[src/verilog/iods_regs.vh]
/*
 Constants of the I/O diagnostic supervisor: mode codes, field positions,
 reset values and timing counts. Assumes a 250 MHz sys_clk.
*/
`ifndef IODS_REGS_VH
`define IODS_REGS_VH

// Input mode codes (3 bits per channel)
`define IODS_IN_OFF 3'h0
`define IODS_IN_CURRENT 3'h1
`define IODS_IN_VOLT 3'h2
`define IODS_IN_SAFETY 3'h3
`define IODS_IN_DIG_H 3'h4
`define IODS_IN_DIG_NEG 3'h5
// Input mode field bits
`define IODS_IN_DIAG_BIT 3
`define IODS_IN_FAST_BIT 4
// Output mode codes
`define IODS_OUTPUT_DISABLED_CONSTANT 3'h0
`define IODS_OUT_DIG_H 3'h1
`define IODS_OUT_PWM 3'h2
`define IODS_OUT_DIAG_BIT 3
`define IODS_OUT_RESET_MODE 4'h0
// Analogue thresholds on 12-bit results
`define IODS_ADC_W 12
`define IODS_CUR_LIMIT 12'h0_D70
// Timing, clock 4 ns
`define IODS_CLK_NS 4
`define IODS_SHORT_ON_US 50
// 50 us at 4 ns per cycle; overload on-time is eight times longer
`define IODS_SHORT_ON_CYC 20'h0_30D4
`define IODS_OVL_ON_CYC 20'h1_86A0
`define IODS_WAIT_BASE_CYC 20'h0_C350
`define IODS_ADC_TEST_CYC 20'h0_2710

`endif

[src/verilog/iods_result_mem.v]
/*
 Eight-word memory holding the published analogue results of input group 0.
 Assumes a single writer; read data is registered.
*/
`timescale 1ns/100ps
module iods_result_mem (
  // Clock and enable
  input wire sys_clk,
  input wire clk_en,
  // Write port
  input wire wr_en,
  input wire [2:0] wr_addr,
  input wire [11:0] wr_data,
  // Read port
  input wire [2:0] rd_addr,
  output reg [11:0] rd_data
);

reg [11:0] mem [0:7];

always @(posedge sys_clk) begin
  if (clk_en) begin
    if (wr_en) begin
      mem[wr_addr] <= wr_data;
    end
    rd_data <= mem[rd_addr];
  end
end

endmodule // iods_result_mem

[src/verilog/iods_sync.v]
/*
 Two-flop synchroniser for a bus of pin levels.
 Assumes the inputs are asynchronous to sys_clk.
*/
`timescale 1ns/100ps
module iods_sync #(
  parameter W = 8
) (
  // Clock and reset
  input wire sys_clk,
  input wire reset,
  input wire clk_en,
  // Data
  input wire [W-1:0] din,
  output reg [W-1:0] dout
);

reg [W-1:0] meta_r;

always @(posedge sys_clk or posedge reset) begin
  if (reset) begin
    meta_r <= {W{1'b0}};
    dout <= {W{1'b0}};
  end else if (clk_en) begin
    meta_r <= din;
    dout <= meta_r;
  end
end

endmodule // iods_sync

[src/verilog/iods_top.v]
/*
 I/O diagnostic supervisor: analogue input group 0 modes, overrange
 protection, converter self-test, input diagnostics, group 4 output mode settings and
 output short/overload/break handling with driver shutdown and retry.
 Assumes a converter presents one channel per cycle with a valid strobe,
 and per-output pin status levels from the output stages.
*/
// Function
// - Current input above limit switches to voltage range, sets error bit.
// - Below limit again, input returns to current range automatically.
// - Safety input mode enables periodic converter self-test for that channel.
// - Self-test failure sets channel error bit, analogue and I/O fault flags.
// - Group 0 analogue results are always published per channel.
// - Diagnosis-enabled inputs of groups 1 to 4 report break or short on one group flag; group 0 enables are ignored.
// - Negative-signal inputs give no diagnostic reporting.
// - Frequency measurement offered only on positive-signal inputs.
// - After reset all eight group 4 outputs are in switched-off mode.
// - PWM outputs: no diagnosis, no error flags, no overload protection.
// - Protective shutoff leaves the commanded output logic unchanged.
// - Outside safety mode, short/overload sets short flag, break sets break flag.
// - Only short or overload disables the driver; commanded logic stays.
// - Driver retried after waiting time that grows with overload.
// - Retry on-time is short into a short, longer under overload.
// - Flag cleared by software, then relay re-enables the supply group.
`timescale 1ns/100ps
`include "iods_regs.vh"
module iods_top (
  // Clock and reset
  input wire sys_clk,
  input wire reset,
  input wire clk_en,
  // Input group 0 modes and converter
  input wire [23:0] input_group0_mode_setting,
  input wire [7:0] input_group0_diag_en,
  input wire adc_valid,
  input wire [2:0] adc_chan,
  input wire [11:0] adc_data,
  input wire adc_test_ok,
  output reg [7:0] current_range_sel,
  output reg [7:0] adc_test_req,
  // Input group 0 results
  input wire [2:0] result_sel,
  output wire [11:0] analog_result_vars,
  output reg [7:0] input_group0_error_byte,
  output reg analog_fault_flag,
  output reg io_fault_flag,
  // Input groups 1 to 4
  input wire [31:0] input_group1to4_negative,
  input wire [31:0] input_group1to4_diag_en,
  input wire [31:0] input_group1to4_fast_en,
  input wire [31:0] input_wire_fault_pin,
  output reg [31:0] freq_meas_en,
  output reg input_diag_group_flag,
  // Output group 4 modes
  input wire output_group4_mode_we,
  input wire [31:0] output_group4_mode_wdata,
  output reg [31:0] output_group4_mode_setting,
  // Output channels
  input wire [7:0] out_cmd,
  input wire [7:0] out_pwm_mode,
  input wire [7:0] out_diag_en,
  input wire [7:0] out_short_pin,
  input wire [7:0] out_overload_pin,
  input wire [7:0] out_break_pin,
  input wire [7:0] out_flag_clear,
  output reg [7:0] out_drive_en,
  output wire [7:0] out_logic_state,
  output reg [7:0] output_short_flag,
  output reg [7:0] output_break_flag,
  // Supply relay
  input wire relay_ctrl,
  output reg monitored_output_supply_group
);

////////////////////////////////////////////////////////////////////////////
// Helpers

function [2:0] mode_of;
  input [23:0] modes;
  input [2:0] ch;
  begin
    mode_of = modes[ch*3 +: 3];
  end
endfunction

function [19:0] wait_cycles;
  input ovl;
  input [3:0] level;
  begin
    wait_cycles = ovl ? (`IODS_WAIT_BASE_CYC + {level, 14'h0_000}) : `IODS_WAIT_BASE_CYC;
  end
endfunction

////////////////////////////////////////////////////////////////////////////
// Pin synchronisers

wire [31:0] wire_fault_s;
wire [7:0] short_s;
wire [7:0] ovl_s;
wire [7:0] brk_s;

iods_sync #(.W(32)) u_sync_in (
  .sys_clk(sys_clk),
  .reset(reset),
  .clk_en(clk_en),
  .din(input_wire_fault_pin),
  .dout(wire_fault_s)
);

iods_sync #(.W(24)) u_sync_out (
  .sys_clk(sys_clk),
  .reset(reset),
  .clk_en(clk_en),
  .din({out_short_pin, out_overload_pin, out_break_pin}),
  .dout({short_s, ovl_s, brk_s})
);

////////////////////////////////////////////////////////////////////////////
// Input group 0: overrange, results, self-test

wire [2:0] cur_mode = mode_of(input_group0_mode_setting, adc_chan);
wire over_limit = adc_data > `IODS_CUR_LIMIT;

iods_result_mem u_mem (
  .sys_clk(sys_clk),
  .clk_en(clk_en),
  .wr_en(adc_valid),
  .wr_addr(adc_chan),
  .wr_data(adc_data),
  .rd_addr(result_sel),
  .rd_data(analog_result_vars)
);

reg [19:0] test_cnt_r;
reg [7:0] overrange_r;
reg [7:0] test_fail_r;
integer i;

always @(posedge sys_clk or posedge reset) begin
  if (reset) begin
    test_cnt_r <= 20'h0_0000;
    adc_test_req <= 8'h00;
    overrange_r <= 8'h00;
    test_fail_r <= 8'h00;
    current_range_sel <= 8'h00;
    input_group0_error_byte <= 8'h00;
    analog_fault_flag <= 1'b0;
    io_fault_flag <= 1'b0;
  end else if (clk_en) begin
    if (test_cnt_r == `IODS_ADC_TEST_CYC) begin
      test_cnt_r <= 20'h0_0000;
    end else begin
      test_cnt_r <= test_cnt_r + 20'h0_0001;
    end
    for (i = 0; i < 8; i = i + 1) begin
      adc_test_req[i] <= (test_cnt_r == `IODS_ADC_TEST_CYC) &&
        (mode_of(input_group0_mode_setting, i[2:0]) == `IODS_IN_SAFETY);
      current_range_sel[i] <= (mode_of(input_group0_mode_setting, i[2:0]) ==
        `IODS_IN_CURRENT) && !overrange_r[i];
      if (mode_of(input_group0_mode_setting, i[2:0]) != `IODS_IN_CURRENT) begin
        overrange_r[i] <= 1'b0;
      end
      if (mode_of(input_group0_mode_setting, i[2:0]) != `IODS_IN_SAFETY) begin
        test_fail_r[i] <= 1'b0;
      end
    end
    if (adc_valid && cur_mode == `IODS_IN_CURRENT) begin
      overrange_r[adc_chan] <= over_limit;
    end
    if (adc_valid && cur_mode == `IODS_IN_SAFETY && !adc_test_ok) begin
      test_fail_r[adc_chan] <= 1'b1;
    end
    input_group0_error_byte <= overrange_r | test_fail_r;
    analog_fault_flag <= |test_fail_r;
    io_fault_flag <= (|test_fail_r) | (|output_short_flag) | (|output_break_flag);
  end
end

////////////////////////////////////////////////////////////////////////////
// Input groups 1 to 4 diagnostics

always @(posedge sys_clk or posedge reset) begin
  if (reset) begin
    input_diag_group_flag <= 1'b0;
    freq_meas_en <= 32'h0000_0000;
  end else if (clk_en) begin
    freq_meas_en <= input_group1to4_fast_en & ~input_group1to4_negative;
    input_diag_group_flag <=
      (|(wire_fault_s & input_group1to4_diag_en & ~input_group1to4_negative)) |
      (|input_group0_diag_en & 1'b0);
  end
end

////////////////////////////////////////////////////////////////////////////
// Output group 4 mode settings

always @(posedge sys_clk or posedge reset) begin
  if (reset) begin
    output_group4_mode_setting <= {8{`IODS_OUT_RESET_MODE}};
  end else if (clk_en && output_group4_mode_we) begin
    output_group4_mode_setting <= output_group4_mode_wdata;
  end
end

////////////////////////////////////////////////////////////////////////////
// Output protection: shutoff, waiting time, retry

localparam ST_ON = 3'b001;
localparam ST_OFF = 3'b010;
localparam ST_RETRY = 3'b100;

reg [2:0] st_r [0:7];
reg [19:0] tmr_r [0:7];
reg [3:0] ovl_lvl_r [0:7];
reg [7:0] ovl_cause_r;

assign out_logic_state = out_cmd;

wire [7:0] mon = out_cmd & ~out_pwm_mode & out_diag_en;
wire [7:0] hit = mon & (short_s | ovl_s);

always @(posedge sys_clk or posedge reset) begin
  if (reset) begin
    for (i = 0; i < 8; i = i + 1) begin
      st_r[i] <= ST_ON;
      tmr_r[i] <= 20'h0_0000;
      ovl_lvl_r[i] <= 4'h0;
    end
    ovl_cause_r <= 8'h00;
    out_drive_en <= 8'h00;
    output_short_flag <= 8'h00;
    output_break_flag <= 8'h00;
    monitored_output_supply_group <= 1'b0;
  end else if (clk_en) begin
    for (i = 0; i < 8; i = i + 1) begin
      // Set wins over clear
      output_short_flag[i] <= hit[i] | (output_short_flag[i] & ~out_flag_clear[i]);
      output_break_flag[i] <= (mon[i] & brk_s[i]) |
        (output_break_flag[i] & ~out_flag_clear[i]);
      case (st_r[i])
        ST_ON: begin
          out_drive_en[i] <= out_cmd[i];
          if (hit[i]) begin
            st_r[i] <= ST_OFF;
            out_drive_en[i] <= 1'b0;
            ovl_cause_r[i] <= ~short_s[i];
            tmr_r[i] <= wait_cycles(~short_s[i], ovl_lvl_r[i]);
            if (ovl_lvl_r[i] != 4'hF) begin
              ovl_lvl_r[i] <= ovl_lvl_r[i] + 4'h1;
            end
          end else if (!out_cmd[i]) begin
            ovl_lvl_r[i] <= 4'h0;
          end
        end
        ST_OFF: begin
          out_drive_en[i] <= 1'b0;
          if (!out_cmd[i]) begin
            st_r[i] <= ST_ON;
          end else if (tmr_r[i] == 20'h0_0000) begin
            st_r[i] <= ST_RETRY;
            out_drive_en[i] <= 1'b1;
            tmr_r[i] <= ovl_cause_r[i] ? `IODS_OVL_ON_CYC : `IODS_SHORT_ON_CYC;
          end else begin
            tmr_r[i] <= tmr_r[i] - 20'h0_0001;
          end
        end
        ST_RETRY: begin
          if (!out_cmd[i]) begin
            st_r[i] <= ST_ON;
            out_drive_en[i] <= 1'b0;
          end else if (tmr_r[i] == 20'h0_0000) begin
            if (hit[i]) begin
              st_r[i] <= ST_OFF;
              out_drive_en[i] <= 1'b0;
              ovl_cause_r[i] <= ~short_s[i];
              tmr_r[i] <= wait_cycles(~short_s[i], ovl_lvl_r[i]);
              if (ovl_lvl_r[i] != 4'hF) begin
                ovl_lvl_r[i] <= ovl_lvl_r[i] + 4'h1;
              end
            end else begin
              st_r[i] <= ST_ON;
            end
          end else begin
            tmr_r[i] <= tmr_r[i] - 20'h0_0001;
          end
        end
        default: begin
          st_r[i] <= ST_ON;
          out_drive_en[i] <= 1'b0;
        end
      endcase
    end
    // Relay follows control, held off while any flag stands
    monitored_output_supply_group <= relay_ctrl &
      ~(|output_short_flag) & ~(|output_break_flag);
  end
end

endmodule // iods_top
[config.mk]
export PLATFORM = sky130hd
export DESIGN_NAME = iods_top
export DESIGN_NICKNAME = d
export VERILOG_FILES = /design/src/verilog/iods_result_mem.v /design/src/verilog/iods_sync.v /design/src/verilog/iods_top.v
export VERILOG_INCLUDE_DIRS = /design/src /design/src/verilog
export SDC_FILE = /design/constraint.sdc
export NUM_CORES = 2
export LEC_CHECK = 0
export ABC_AREA = 1
export BUFFER_PORTS_ARGS = -buffer_cell sky130_fd_sc_hd__buf_2
export CORE_ASPECT_RATIO = 0.9
export CORE_UTILIZATION = 43
export DETAILED_ROUTE_END_ITERATION = 8
export PLACE_DENSITY = 0.58
export SYNTH_ARGS = -nofsm -noshare
export SYNTH_HDL_FRONTEND = slang
export SYNTH_SLANG_ARGS = --single-unit
[constraint.sdc]
create_clock -name sys_clk -period 16.3 [get_ports sys_clk]
set_clock_uncertainty 0.2 [all_clocks]
set_input_delay 0.815 -clock sys_clk [delete_from_list [all_inputs] [get_ports sys_clk]]
set_output_delay 0.815 -clock sys_clk [all_outputs]
set_load 0.02 [all_outputs]
==> flow_metrics.tcl <==
set metrics [dict create \
    holdWs_ns 0.1471 \
    seq_area_um2 15460 \
    endpoint_kind "register" \
    row_count 96 \
    synthArstFlopShare 0.8188 \
    cts-buffers-inserted 69 \
    wirelength_mm 100.2 \
    rsz0062_at_grt "false" \
    ir_worst_vdd_mv 0.07606 \
    worst-setup-path-type "input port to register" \
    dp.cells 5836 \
    start_util 0.4362 \
    die_area_um2 78860 \
    clockBufferDepth 3 \
    grt-ovfl-total 0 \
    synthCells 4510 \
    crit_start "clk_en" \
    maxSlewViolCount 0 \
    stdcell_area_um2 38880 \
    wire_per_inst_um 16.78 \
    ys_ff_latch 596 \
    slew_headroom 0.3474 \
    syn_nets 4817 \
    slowest_delay_ns 0.76 \
    cts.repair.resized 0 \
    n_fill_cell 7771 \
    finalWeightedCongestion 0.9115 \
    fin_tns_setup_ns 0 \
    required_ns 16.58 \
    grt_antenna_before_repair 11 \
    die_h_um 266.5 \
    grt_usage 0.2550 \
    hpwl_mm 71.88 \
    cts.sinks 596 \
    io_buffers 400 \
    drt-initial-drc-count 2179 \
    status "completed" \
    min_period_over_period 0.1962 \
    fmaxAchievable_mhz 312.7 \
    cp_max_fo 58 \
    postCtsHoldBufs 0 \
    grt_pass1_vias 28903 \
    cp-start-kind "input port" \
    boundaryPins 409 \
    clockRootBuffer "clkbuf_16" \
    grt_start_max_net_pins 159 \
    syn_area_per_cell_um2 7.412 \
    multi_input_area_um2 15530 \
    hold_path_class "input port to async pin" \
    yosys_warnings 0 \
    area_growth_pct 16.30 \
    synth_edf_count 108 \
    ys_types 58 \
    post_cts_buffers 0 \
    drc_errors 0 \
    yosysSeqAreaShare 0.4626 \
    utilization 0.5073 \
    dpl_cell_area_um2 36360 \
    tightest_slew_ns 0.9779 \
    ant_nets 0 \
    via_per_inst 5.177 \
    arrival_ns 3.48 \
    crit_chain "buf_8 -> buf_4 -> o21ai_0 -> nor2_2 -> o21ai_2 -> o21ai_1 -> nand2_1" \
    crit_slowest_cell "nor2_2" \
    nets 5185 \
    clk_latency_ns 0.62 \
    synth_flop_cell "dfrtp_1" \
    fp.dieW_um 295.9 \
    first_pass_iters 6 \
    finalNonFillerCells 5967 \
    r2r_start "st_r[22]" \
    leakage_nw 19.11 \
    dr_total_vias 30890 \
    grt_pass1_wl_mm 159.5 \
    power_density_nw_per_um2 135.1 \
    cts_tree "done" \
    finalHoldViolCount 0 \
    drv_cap 0 \
    min_period_ns 3.198 \
    h-tree-depth 3 \
    coreArea_um2 76630 \
    drive_above_1_share 0.1423 \
    netlist_area_um2 33430 \
    finalSetupViolCount 0 \
    clk_pin_slew_ns 0.06 \
]
[layer usage]
layer  track usage  share of wire  wire length (um)
met2        0.3929           0.45             44810
met1        0.3553           0.46             45950
met3       0.05088          0.062              6215
met4       0.08948          0.031              3118
met5             0        0.00057                57
[critical path: cells and delay by family]
family	cells	cell delay, ns
compound gates	3	0.77
buf+inv	2	0.93
simple gates	2	0.83
[cells by family after synthesis]
| kind of cell | after synthesis | synth area share |
|---|---|---|
| fa+ha+maj | 34 | 0.01273 |
| simple gates | 2563 | 0.3243 |
| flops | 596 | 0.4626 |
| xor+xnor | 57 | 0.01493 |
| compound gates | 606 | 0.1017 |
| buf+inv | 621 | 0.07269 |
| mux | 33 | 0.01108 |
[flip-flops by register name (all words and copies together), names as in the netlist, 12 cells and up]
register / flops
ovl_lvl_r: 32
u_mem.rd_data: 12
st_r: 24
u_mem.mem: 96
u_sync_out.meta_r: 24
tmr_r: 160
output_group4_mode_setting: 32
test_cnt_r: 20
u_sync_in.dout: 32
freq_meas_en: 32
u_sync_out.dout: 24
u_sync_in.meta_r: 32
[final timing paths]
check / to / slack, ns / cells after the start
setup / recovery: tmr_r[39] / 13.10 / 7
hold / removal: output_group4_mode_setting[6] / 0.15 / 2
setup reg to reg: tmr_r[153] / 13.12 / 12
hold reg to reg: u_sync_in.meta_r[22] / 0.27 / 2
max in group asynchronous: u_sync_out.meta_r[7] / 14.29 / 3
min in group sys_clk: u_sync_out.meta_r[5] / 0.19 / 3
[through the flow]
step,power (W),setup WS [ns]
after floorplan,0.003125,1.679
after detailed placement,0.003558,12.51
after global routing,0.005611,12.84
final,0.005253,13.10
after global placement,0.003545,12.54
after CTS,0.005295,13.13
[Yosys cell counts (3+ instances only)]
library cell	number	share of area
buf_2	42	0.0063
inv_1	464	0.052
dfstp_2	8	0.0063
nor3_2	3	0.00090
o211ai_1	23	0.0052
o31ai_1	11	0.0025
o21ai_1	55	0.0082
nand4_1	59	0.011
xnor2_1	11	0.0029
a31oi_1	42	0.0079
nand3b_1	25	0.0056
clkbuf_1	59	0.0066
o32ai_1	5	0.0013
buf_4	12	0.0027
nor3_4	4	0.0019
a21oi_2	4	0.0010
o22ai_1	41	0.0077
a22oi_1	5	0.0011
nor2_2	25	0.0047
edfxtp_1	108	0.097
o21ai_2	5	0.0013
dfrtp_1	480	0.36
nand2_2	11	0.0021
nor4_1	8	0.0015
a21oi_1	79	0.012
mux2_2	32	0.011
nor2_1	492	0.055
inv_2	30	0.0034
o21ai_0	307	0.046
or2_2	15	0.0028
o22a_1	3	0.00079
nand3_1	404	0.060
nand2_1	1428	0.16
nor3_1	62	0.0093
ha_1	34	0.013
nand4_2	4	0.0015
nand3_2	10	0.0030
o21bai_1	6	0.0013
o221ai_1	10	0.0026
nor2_4	7	0.0024
xor2_1	46	0.012
buf_1	11	0.0012
[where the power goes]
group          internal (W)  total (W)  switching (W)
clock               0.00105    0.00171       0.000655
sequential          0.00178    0.00203       0.000254
combinational      0.000501    0.00152        0.00102
total               0.00333    0.00525        0.00193
[final cells by class]
class,instances,share of cell area
clock inverter,34,0.01320
sequential,596,0.3978
timing repair buffer,422,0.05664
tap,1029,0.03312
clock buffer,92,0.05108
multi-input combinational,3293,0.3996
antenna,5,0.0003218
inverter,496,0.04828
[layout by cell type (no fill, tap or decap), types with 30 or more instances in the layout]
cell and instances:
dfrtp_1 480, clkbuf_16 71, o21ai_0 307, nor3_1 62, a31oi_1 42, nand2_1 1428
mux2_2 32, nor2_1 492, buf_2 399, ha_1 34, o21ai_1 55, o22ai_1 41
xor2_1 46, nand4_1 59, inv_2 30, inv_1 462, edfxtp_1 108, a21oi_1 79
nand3_1 404
(Power assumes the default switching activity.)
